[config.mk]
export PLATFORM = sky130hd
export DESIGN_NAME = cmb_store
export DESIGN_NICKNAME = d
export VERILOG_FILES = /design/src/cmb_pkg.sv /design/src/cmb_store.sv
export SDC_FILE = /design/constraint.sdc
export NUM_CORES = 2
export LEC_CHECK = 0
export BUFFER_PORTS_ARGS = -buffer_cell sky130_fd_sc_hd__buf_2
export CORE_MARGIN = 2
export CORE_UTILIZATION = 42
export DETAILED_ROUTE_END_ITERATION = 10
export GPL_TIMING_DRIVEN = 0
export PLACE_DENSITY = 0.67
export SYNTH_ARGS = -nofsm -noshare
export SYNTH_HDL_FRONTEND = slang
export SYNTH_SLANG_ARGS = --single-unit
[constraint.sdc]
create_clock -name pclk -period 4.1 [get_ports pclk]
set_clock_uncertainty 0.1 [all_clocks]
set_input_delay 0.41 -clock pclk [delete_from_list [all_inputs] [get_ports pclk]]
set_output_delay 0.41 -clock pclk [all_outputs]
set_load 0.03 [all_outputs]
[src/cmb_pkg.sv]
// Purpose: constants and carrier types for the CAN message buffer store
// Assumes: 32-bit APB, registers of at most 16 bits in the low bits of each word
// Notes:   all offsets are byte addresses
`default_nettype none
package cmb_pkg;
  localparam int unsigned CLK_HZ        = 10_000_000;
  localparam int unsigned NUM_TX        = 3;
  localparam int unsigned NUM_RX        = 5;
  localparam int unsigned SLOT_BYTES    = 16;
  localparam int unsigned STAMP_W       = 16;
  // register map (byte addresses)
  localparam logic [11:0] OFF_CTRL      = 12'h000;
  localparam logic [11:0] OFF_TX_FLAG   = 12'h004;
  localparam logic [11:0] OFF_IRQ_EN    = 12'h008;
  localparam logic [11:0] OFF_ABORT_RQ  = 12'h00c;
  localparam logic [11:0] OFF_ABORT_AK  = 12'h010;
  localparam logic [11:0] OFF_TX_SEL    = 12'h014;
  localparam logic [11:0] OFF_RX_FLAG   = 12'h018;
  localparam logic [11:0] OFF_STAMP_CNT = 12'h01c;
  localparam logic [11:0] OFF_RX_WIN    = 12'h040;
  localparam logic [11:0] OFF_TX_WIN    = 12'h080;
  // byte positions inside a slot window
  localparam logic [3:0]  POS_LOCAL_PRIORITY_FIELD      = 4'hd;
  localparam logic [3:0]  POS_STAMP_HI  = 4'he;
  localparam logic [3:0]  POS_STAMP_LO  = 4'hf;
  // control register fields
  localparam int unsigned CTRL_INIT     = 0;
  localparam int unsigned CTRL_STAMP    = 1;
  localparam int unsigned CTRL_LOOP     = 2;
  localparam logic [2:0]  CTRL_RST      = 3'h1;
  // interrupt enable fields: [2:0] tx slots, then rx, then overrun
  localparam int unsigned IEN_RX        = 3;
  localparam int unsigned IEN_OVR       = 4;
  localparam logic [4:0]  IEN_RST       = 5'h00;
  // receive flag register fields
  localparam int unsigned RXF_FULL      = 0;
  localparam int unsigned RXF_OVR       = 1;
  localparam logic [2:0]  TX_EMPTY_RST  = 3'h7;

  typedef struct packed {
    logic       bit_tick;    // one pulse per nominal bit time
    logic       tx_pick;     // prioritise just before start of frame
    logic       tx_ok;       // current frame sent and acknowledged
    logic       tx_fail;     // error or lost arbitration, retry later
    logic       ack_delim;   // sample point of the ack delimiter
    logic       rx_we;       // byte write into background slot
    logic [3:0] rx_addr;
    logic [7:0] rx_data;
    logic       rx_ok;       // frame ended without error
    logic       filter_pass; // acceptance filter verdict, valid with rx_ok
    logic       own_frame;   // frame on the bus is our own transmission
    logic [3:0] tx_rd_addr;  // byte of the active tx slot to fetch
  } cmb_eng_in_t;

  typedef struct packed {
    logic       tx_valid;    // a queued slot was picked
    logic [1:0] tx_idx;      // index of the picked slot
    logic [7:0] tx_rd_data;  // byte fetched, one cycle after tx_rd_addr
    logic       ack_allow;   // engine may drive the ack slot
  } cmb_eng_out_t;
endpackage
`default_nettype wire

[src/cmb_store.sv]
// Purpose: message buffers, tx scheduling, rx fifo and time stamping
// Assumes: protocol engine delivers bit ticks, frame events and rx bytes
// Notes:   apb slave with zero wait states; unmapped addresses give pslverr
// Operation
// - stamp active buffer when frame is acknowledged
// - capture at ack delimiter sample point
// - free-running bit counter, silent wrap
// - counter held zero in init mode
// - stamp bytes read-only, visible when selected empty
// - exactly three transmit slots
// - slot: 13 message bytes, priority, stamp
// - select register maps empty slot into window
// - clearing empty queues, sending sets again
// - tx interrupt on empty flag unless masked
// - lowest priority value wins, every attempt
// - ties go to lower slot index
// - priority accessible only when selected and empty
// - abort queued idle slot, acknowledge, release
// - abort flag tells aborted from sent
// - five-entry rx fifo, foreground visible only
// - rx slot holds 13 message bytes
// - accepted frame shifts in, flag, interrupt
// - back-to-back frames land in background slot
// - invalid frames never shift, get overwritten
// - own frames captured but queued only in loop mode
// - lost arbitration frames received normally
// - full fifo discards, overrun flagged
//
// Design decisions made here: the APB interface to the registers and the register addresses.
`timescale 1ns/1ps
`default_nettype none
module cmb_store #(
  parameter int unsigned NUM_TX = cmb_pkg::NUM_TX,
  parameter int unsigned NUM_RX = cmb_pkg::NUM_RX
) (
  input  wire logic                  pclk,      // apb clock
  input  wire logic                  presetn,   // async reset, active low
  input  wire logic [11:0]           paddr,     // byte address
  input  wire logic                  psel,      // slave select
  input  wire logic                  penable,   // access phase
  input  wire logic                  pwrite,    // write when high
  input  wire logic [31:0]           pwdata,    // write data
  output logic      [31:0]           prdata,    // read data
  output logic                       pready,    // transfer done
  output logic                       pslverr,   // unmapped address
  input  wire cmb_pkg::cmb_eng_in_t  eng,       // protocol engine events
  output var cmb_pkg::cmb_eng_out_t  eng_out,   // answers to the engine
  output logic                       tx_irq,    // some enabled slot empty
  output logic                       rx_irq,    // foreground holds a frame
  output logic                       ovr_irq    // overrun pending
);
  // ---------------- storage ----------------
  logic [7:0] txb  [NUM_TX][cmb_pkg::SLOT_BYTES];
  logic [7:0] bg   [cmb_pkg::SLOT_BYTES];
  logic [7:0] fifo [NUM_RX][cmb_pkg::SLOT_BYTES];

  logic [2:0]  ctrl;
  logic [4:0]  ien;
  logic [2:0]  empty;
  logic [2:0]  abrq;
  logic [2:0]  abak;
  logic [2:0]  tsel;
  logic        ovr;
  logic [15:0] cnt;
  logic        busy;
  logic [1:0]  cur;
  logic [2:0]  wr_ptr;
  logic [2:0]  rd_ptr;
  logic [2:0]  count;

  function automatic logic [2:0] lowest_one(input logic [2:0] v);
    lowest_one = v[0] ? 3'h1 : v[1] ? 3'h2 : v[2] ? 3'h4 : 3'h0;
  endfunction

  function automatic logic [1:0] onehot_idx(input logic [2:0] v);
    onehot_idx = v[2] ? 2'h2 : v[1] ? 2'h1 : 2'h0;
  endfunction

  function automatic logic [2:0] inc_ptr(input logic [2:0] p);
    inc_ptr = (p == 3'(NUM_RX - 1)) ? 3'h0 : p + 3'h1;
  endfunction

  // strict less-than keeps the lower index on a tie
  function automatic logic [1:0] pick(input logic [2:0] q, input logic [23:0] pr);
    logic [1:0] best;
    logic       have;
    best = 2'h0;
    have = 1'b0;
    for (int i = 0; i < 3; i++) begin
      if (q[i] && (!have || pr[i*8 +: 8] < pr[best*8 +: 8])) begin
        best = 2'(i);
        have = 1'b1;
      end
    end
    pick = best;
  endfunction

  // referee for the scheduler, written apart from pick so a slip there shows up
  function automatic logic is_best(input logic [2:0] q, input logic [23:0] pr,
                                   input logic [1:0] w);
    logic good;
    good = q[w];
    for (int j = 0; j < 3; j++) begin
      if (q[j] && (pr[j*8 +: 8] < pr[w*8 +: 8] ||
                   (pr[j*8 +: 8] == pr[w*8 +: 8] && j < int'(w)))) begin
        good = 1'b0;
      end
    end
    is_best = good;
  endfunction

  // ---------------- apb decode ----------------
  wire        setup     = psel & ~penable;
  wire        acc       = psel & penable & pready;
  wire        wr        = acc & pwrite;
  wire [3:0]  widx      = paddr[5:2];
  wire        in_txw    = paddr[11:6] == cmb_pkg::OFF_TX_WIN[11:6];
  wire        in_rxw    = paddr[11:6] == cmb_pkg::OFF_RX_WIN[11:6];
  wire        hit_reg   = (paddr[11:5] == 7'h00);
  wire        mapped    = in_txw | in_rxw | hit_reg;
  wire        init      = ctrl[cmb_pkg::CTRL_INIT];
  wire        stamp_en  = ctrl[cmb_pkg::CTRL_STAMP];
  wire        loop      = ctrl[cmb_pkg::CTRL_LOOP];
  wire [1:0]  sel_idx   = onehot_idx(tsel);
  wire        sel_free  = |(tsel & empty);
  wire        rx_full_flag       = count != 3'h0;
  wire        full      = count == 3'(NUM_RX);

  wire        wr_txflag = wr & (paddr == cmb_pkg::OFF_TX_FLAG);
  wire        wr_abrq   = wr & (paddr == cmb_pkg::OFF_ABORT_RQ);
  wire        wr_rxflag = wr & (paddr == cmb_pkg::OFF_RX_FLAG);
  wire        wr_txw    = wr & in_txw & sel_free & (widx < cmb_pkg::POS_STAMP_HI);

  // ---------------- transmit scheduling ----------------
  wire [2:0]  cur_oh    = busy ? (3'h1 << cur) : 3'h0;
  wire [2:0]  abort_now = abrq & ~empty & ~cur_oh;
  wire [2:0]  sent      = (eng.tx_ok & busy) ? cur_oh : 3'h0;
  wire [2:0]  queued    = ~empty & ~abort_now;
  wire [23:0] local_priority_field_vec  = {txb[2][cmb_pkg::POS_LOCAL_PRIORITY_FIELD], txb[1][cmb_pkg::POS_LOCAL_PRIORITY_FIELD],
                           txb[0][cmb_pkg::POS_LOCAL_PRIORITY_FIELD]};
  wire [1:0]  best      = pick(queued, local_priority_field_vec);
  wire [2:0]  set_e     = sent | abort_now;
  wire [2:0]  clr_e     = wr_txflag ? pwdata[2:0] : 3'h0;

  // ---------------- receive fifo ----------------
  wire        pop       = wr_rxflag & pwdata[cmb_pkg::RXF_FULL] & rx_full_flag;
  wire        accept    = eng.rx_ok & eng.filter_pass &
                          (~eng.own_frame | loop);
  wire        push      = accept & (~full | pop);
  wire        overrun   = accept & full & ~pop;

  // ---------------- read mux ----------------
  logic [31:0] rd_val;
  always_comb begin
    rd_val = 32'h0000_0000;
    if (in_txw) begin
      if (sel_free) begin
        rd_val[7:0] = txb[sel_idx][widx];
      end
    end else if (in_rxw) begin
      if (rx_full_flag && widx != cmb_pkg::POS_LOCAL_PRIORITY_FIELD) begin
        rd_val[7:0] = fifo[rd_ptr][widx];
      end
    end else begin
      unique case (paddr)
        cmb_pkg::OFF_CTRL:      rd_val[2:0]  = ctrl;
        cmb_pkg::OFF_TX_FLAG:   rd_val[2:0]  = empty;
        cmb_pkg::OFF_IRQ_EN:    rd_val[4:0]  = ien;
        cmb_pkg::OFF_ABORT_RQ:  rd_val[2:0]  = abrq;
        cmb_pkg::OFF_ABORT_AK:  rd_val[2:0]  = abak;
        cmb_pkg::OFF_TX_SEL:    rd_val[2:0]  = tsel;
        cmb_pkg::OFF_RX_FLAG:   rd_val[1:0]  = {ovr, rx_full_flag};
        cmb_pkg::OFF_STAMP_CNT: rd_val[15:0] = cnt;
        default:                rd_val       = 32'h0000_0000;
      endcase
    end
  end

  // ---------------- apb handshake ----------------
  // read data is sampled in the setup cycle so prdata is a plain flop
  always_ff @(posedge pclk or negedge presetn) begin
    if (!presetn) begin
      pready  <= 1'b0;
      pslverr <= 1'b0;
      prdata  <= 32'h0000_0000;
    end else begin
      pready  <= setup;
      pslverr <= setup & ~mapped;
      if (setup) begin
        prdata <= pwrite ? 32'h0000_0000 : rd_val;
      end
    end
  end

  // ---------------- control registers ----------------
  always_ff @(posedge pclk or negedge presetn) begin
    if (!presetn) begin
      ctrl  <= cmb_pkg::CTRL_RST;
      ien   <= cmb_pkg::IEN_RST;
      tsel  <= 3'h0;
      ovr   <= 1'b0;
    end else begin
      if (wr && paddr == cmb_pkg::OFF_CTRL) begin
        ctrl <= pwdata[2:0];
      end
      if (wr && paddr == cmb_pkg::OFF_IRQ_EN) begin
        ien <= pwdata[4:0];
      end
      if (wr && paddr == cmb_pkg::OFF_TX_SEL) begin
        tsel <= lowest_one(pwdata[2:0] & empty);
      end
      // a new overrun beats a clear in the same cycle
      ovr <= overrun | (ovr & ~(wr_rxflag & pwdata[cmb_pkg::RXF_OVR]));
    end
  end

  // ---------------- slot flags ----------------
  always_ff @(posedge pclk or negedge presetn) begin
    if (!presetn) begin
      empty <= cmb_pkg::TX_EMPTY_RST;
      abrq  <= 3'h0;
      abak  <= 3'h0;
    end else begin
      empty <= set_e | (empty & ~clr_e);
      abrq  <= ~set_e & ~empty & (abrq | (wr_abrq ? pwdata[2:0] : 3'h0));
      abak  <= abort_now | (abak & ~sent & ~(clr_e & empty));
    end
  end

  // ---------------- scheduler ----------------
  always_ff @(posedge pclk or negedge presetn) begin
    if (!presetn) begin
      busy    <= 1'b0;
      cur     <= 2'h0;
      eng_out <= '0;
    end else begin
      if (eng.tx_pick && !busy) begin
        busy             <= |queued;
        cur              <= best;
        eng_out.tx_valid <= |queued;
        eng_out.tx_idx   <= best;
      end else if (eng.tx_ok || eng.tx_fail || init) begin
        // a failed attempt drops back so the next pick re-runs priority
        busy             <= 1'b0;
        eng_out.tx_valid <= 1'b0;
      end
      eng_out.tx_rd_data <= txb[cur][eng.tx_rd_addr];
      eng_out.ack_allow  <= ~busy | loop;
    end
  end

  // ---------------- stamp counter ----------------
  always_ff @(posedge pclk or negedge presetn) begin
    if (!presetn) begin
      cnt <= 16'h0000;
    end else if (init) begin
      cnt <= 16'h0000;
    end else if (eng.bit_tick) begin
      cnt <= cnt + 16'h0001;
    end
  end

  // ---------------- message memories ----------------
  wire stamp_now = eng.ack_delim & stamp_en;
  always_ff @(posedge pclk or negedge presetn) begin
    if (!presetn) begin
      for (int s = 0; s < NUM_TX; s++) begin
        for (int b = 0; b < cmb_pkg::SLOT_BYTES; b++) begin
          txb[s][b] <= 8'h00;
        end
      end
    end else begin
      if (wr_txw) begin
        txb[sel_idx][widx] <= pwdata[7:0];
      end
      if (stamp_now && busy) begin
        txb[cur][cmb_pkg::POS_STAMP_HI] <= cnt[15:8];
        txb[cur][cmb_pkg::POS_STAMP_LO] <= cnt[7:0];
      end
    end
  end

  // background slot keeps filling even while the fifo is full
  always_ff @(posedge pclk or negedge presetn) begin
    if (!presetn) begin
      for (int b = 0; b < cmb_pkg::SLOT_BYTES; b++) begin
        bg[b] <= 8'h00;
      end
    end else begin
      if (eng.rx_we) begin
        bg[eng.rx_addr] <= eng.rx_data;
      end
      if (stamp_now) begin
        bg[cmb_pkg::POS_STAMP_HI] <= cnt[15:8];
        bg[cmb_pkg::POS_STAMP_LO] <= cnt[7:0];
      end
    end
  end

  always_ff @(posedge pclk or negedge presetn) begin
    if (!presetn) begin
      wr_ptr <= 3'h0;
      rd_ptr <= 3'h0;
      count  <= 3'h0;
      for (int s = 0; s < NUM_RX; s++) begin
        for (int b = 0; b < cmb_pkg::SLOT_BYTES; b++) begin
          fifo[s][b] <= 8'h00;
        end
      end
    end else begin
      if (push) begin
        for (int b = 0; b < cmb_pkg::SLOT_BYTES; b++) begin
          fifo[wr_ptr][b] <= bg[b];
        end
        wr_ptr <= inc_ptr(wr_ptr);
      end
      if (pop) begin
        rd_ptr <= inc_ptr(rd_ptr);
      end
      count <= count + {2'h0, push} - {2'h0, pop};
    end
  end

  // ---------------- interrupt lines ----------------
  always_ff @(posedge pclk or negedge presetn) begin
    if (!presetn) begin
      tx_irq  <= 1'b0;
      rx_irq  <= 1'b0;
      ovr_irq <= 1'b0;
    end else begin
      tx_irq  <= |(empty & ien[2:0]);
      rx_irq  <= rx_full_flag & ien[cmb_pkg::IEN_RX];
      ovr_irq <= ovr & ien[cmb_pkg::IEN_OVR];
    end
  end
endmodule
`default_nettype wire

==> impl_metrics.ini <==
[floorplan]
rows = 138
die_w_um = 381.1
start_util = 0.4223
dieArea_mm2 = 0.1452
dieHeight_um = 381.1
core-area_mm2 = 0.1414
pin_count = 123

[clock_tree]
tritoncts = done
clockBufferDepth = 3
insertion_delay_ps = 800
clk_pin_slew_ps = 60
cts_buffers = 134
cts_root_buf = clkbuf_16
post-cts-setup-buffer-count = 0
htreeDepth = 4
cts.sinks = 1231

[hold_path]
min_to = bg[15]
min-delay-start = eng[14]
hold_depth = 3
min_path_type = in2reg

[detailed_routing]
firstDrtPassIters = 7
via_count = 42375
drc = 0
wire_per_inst_um = 35.07
via_per_inst = 6.328
ant_nets = 0
routed_wl_um = 234900
drt_iter0_markers = 5393

[critical_path]
end_kind = register
critPathLaunchType = input port
r2r_end = prdata[2]
path_max_fanout = 10
rrSetupSlack_ps = -170
regToRegStartpoint = tsel[2]
path_class = in2reg
reg2reg_depth = 9
cp.arrival_ps = 5030
cp.required_ps = 4680

[sta]
maxSlewHeadroom = -0.04016
worst_slew_pin_slew_ps = 1560
finalCriticalPeriod_ps = 4454
worst_slack_ps = -353.7
rsz0062_at_grt = no
final-setup-viol-count = 45
finalMaxSlewViolations = 11
fmax_ghz = 0.2245
hold_violations = 0
post-route-period-util = 1.086

[placement]
dp_cells = 6431
io_buffer_count = 72
gp_congestion = 1.061
dp_hpwl_um = 164700

[flow_run]
cap_violations = 1

[yosys]
ys_async_sr_fraction = 1.000
synth_warnings = 0
synth_flop_cell = dfrtp_1
ys_seq_area_frac = 0.5159
synth_edf_count = 0
netlist_area_mm2 = 0.05972
syn_inst = 4440
synth_seq_cells = 1231
syn_avg_cell_area_um2 = 13.45
ys_types = 76

[global_route]
gr-total-overflow = 0
grt_max_degree = 153
grt_pass1_vias = 41066
antenna_found_initial = 13
track_usage = 0.3203
grt_pass1_wl_um = 326200

[final_layout]
syn2layout_area_growth_pct = 13.18
final_common_cell = dfrtp_1
drive_above_1_share = 0.3653
final_cell_mix = dfrtp_1 (1226), mux2_2 (1056), nand2_1 (367), mux2i_1 (328), o21ai_0 (287)
fill_cells = 12552
fin_cells = 6696
layout.nets = 4792

[outcome]
status = finished, violations left
violations = capacitance limit, slew limit, setup timing

[power]
power_density_mw_per_mm2 = 542.0
leakage_nw = 30.92
max-vdd-ir-drop_uv = 416.9
power.total_mw = 36.64
[repair_timing]
action / in CTS / in global routing
hold endpoints to repair: 186 / 0
gates resized for setup: 33 / 16
hold buffers: 20 / 0
pin swaps: 0 / 1
setup endpoints to repair: 60 / 15
[worst max-delay path, stage by stage]
cell and delay (ps):
buf_2 230, buf_2 480, buf_2 570, nand2_1 660, nor2_2 730, clkbuf_1 820, nand2_1 630, mux2_2 450
[logic make-up (layout without fill, tap and decap cells)]
group | Yosys count | in the layout | share of synthesized area
simple gates | 572 | 572 | 0.04228
mux | 1710 | 1710 | 0.3524
buf+inv | 363 | 712 | 0.02983
other cells | 1 | 18 | 0.00006279
compound gates | 526 | 526 | 0.05255
fa+ha+maj | 22 | 22 | 0.004735
xor+xnor | 15 | 15 | 0.002200
flops | 1231 | 1231 | 0.5159
[final cells by class]
class                   count  area, µm²  area share
flip-flops and latches   1231      30810      0.4558
multi-input cells        2861      27270      0.4034
clock buffers             205       3981     0.05890
well taps                1890       2365     0.03499
plain buffers             332       1750     0.02590
repair buffers            108      882.1     0.01305
clock inverters            39      427.9    0.006331
inverters                  28      105.1    0.001555
diodes                      2      5.005  0.00007404
[metal layers]
| metal | up-vias | part of all wire | track usage |
|---|---|---|---|
| met5 | - | 0.00059 | 0 |
| met2 | 2486 | 0.44 | 0.4772 |
| met3 | 646 | 0.10 | 0.08352 |
| met4 | 10 | 0.067 | 0.1815 |
| met1 | 22454 | 0.39 | 0.4243 |
| li1 | 16779 | - | - |
[synthesized netlist by cell type (all sizes together), types with 8 or more instances]
library cell,instances,area [µm²]
dfrtp,1227,30700
mux2,1182,13310
nand2,367,1378
mux2i,332,3323
o21ai,288,1441
mux4,196,4414
buf,174,1072
clkbuf,161,604.3
nor2,78,300.3
a21oi,60,300.3
a22oi,46,345.3
inv,26,97.59
o22ai,25,156.4
ha,21,262.8
nand3,18,95.09
nor3,17,90.09
nand4,15,93.84
a221oi,13,113.9
a22o,13,113.9
o211ai,13,97.59
nand2b,12,75.07
nor2b,10,62.56
xor2,10,87.58
nor4,9,90.09
and3,8,50.05
nand3b,8,72.57
[power breakdown]
part | switching (mW) | internal (mW) | total [mW] | leakage (nW)
clock network | 5.38 | 6.96 | 12.3 | 2.17
logic | 3.23 | 3.76 | 7.00 | 12.2
registers | 2.06 | 15.2 | 17.3 | 16.5
total | 10.7 | 26.0 | 36.6 | 30.9
[worst max-delay path by stage]
stage,startpoint,endpoint,depth (start not counted)
finish,paddr[3],txb[327],8
global route,local_priority_field_vec[6],cur[1],15
CTS,cur[0],eng_out[3],7
detailed placement,paddr[3],prdata[1],10
global placement,presetn,bg[117],1
floorplan,cur[1],cur[0],14
[metrics by stage]
step	TNS (ps)	utilization	setup WS, ps	area, µm²	hold WS, ps
final	-7057	0.4780	-353.7	67590	44.89
after global routing	0	0.4780	1.607	67590	44.23
after CTS	0	0.4777	2.397	67550	2.449
after detailed placement	-78260	0.4444	-1188	62850	367.8
after global placement	-	0.4420	-24780	62500	363.1
after floorplan	0	-	327.5	59780	14.41
[sequential cells by signal, summed over array words and instances (netlist names), 5 cells and up]
signal                    cells
prdata                       16
local_priority_field_vec     24
eng_out                       9
cnt                          16
ien                           5
txb                         360
fifo                        640
bg                          128
Note: power is estimated with default switching activity, not from simulation.
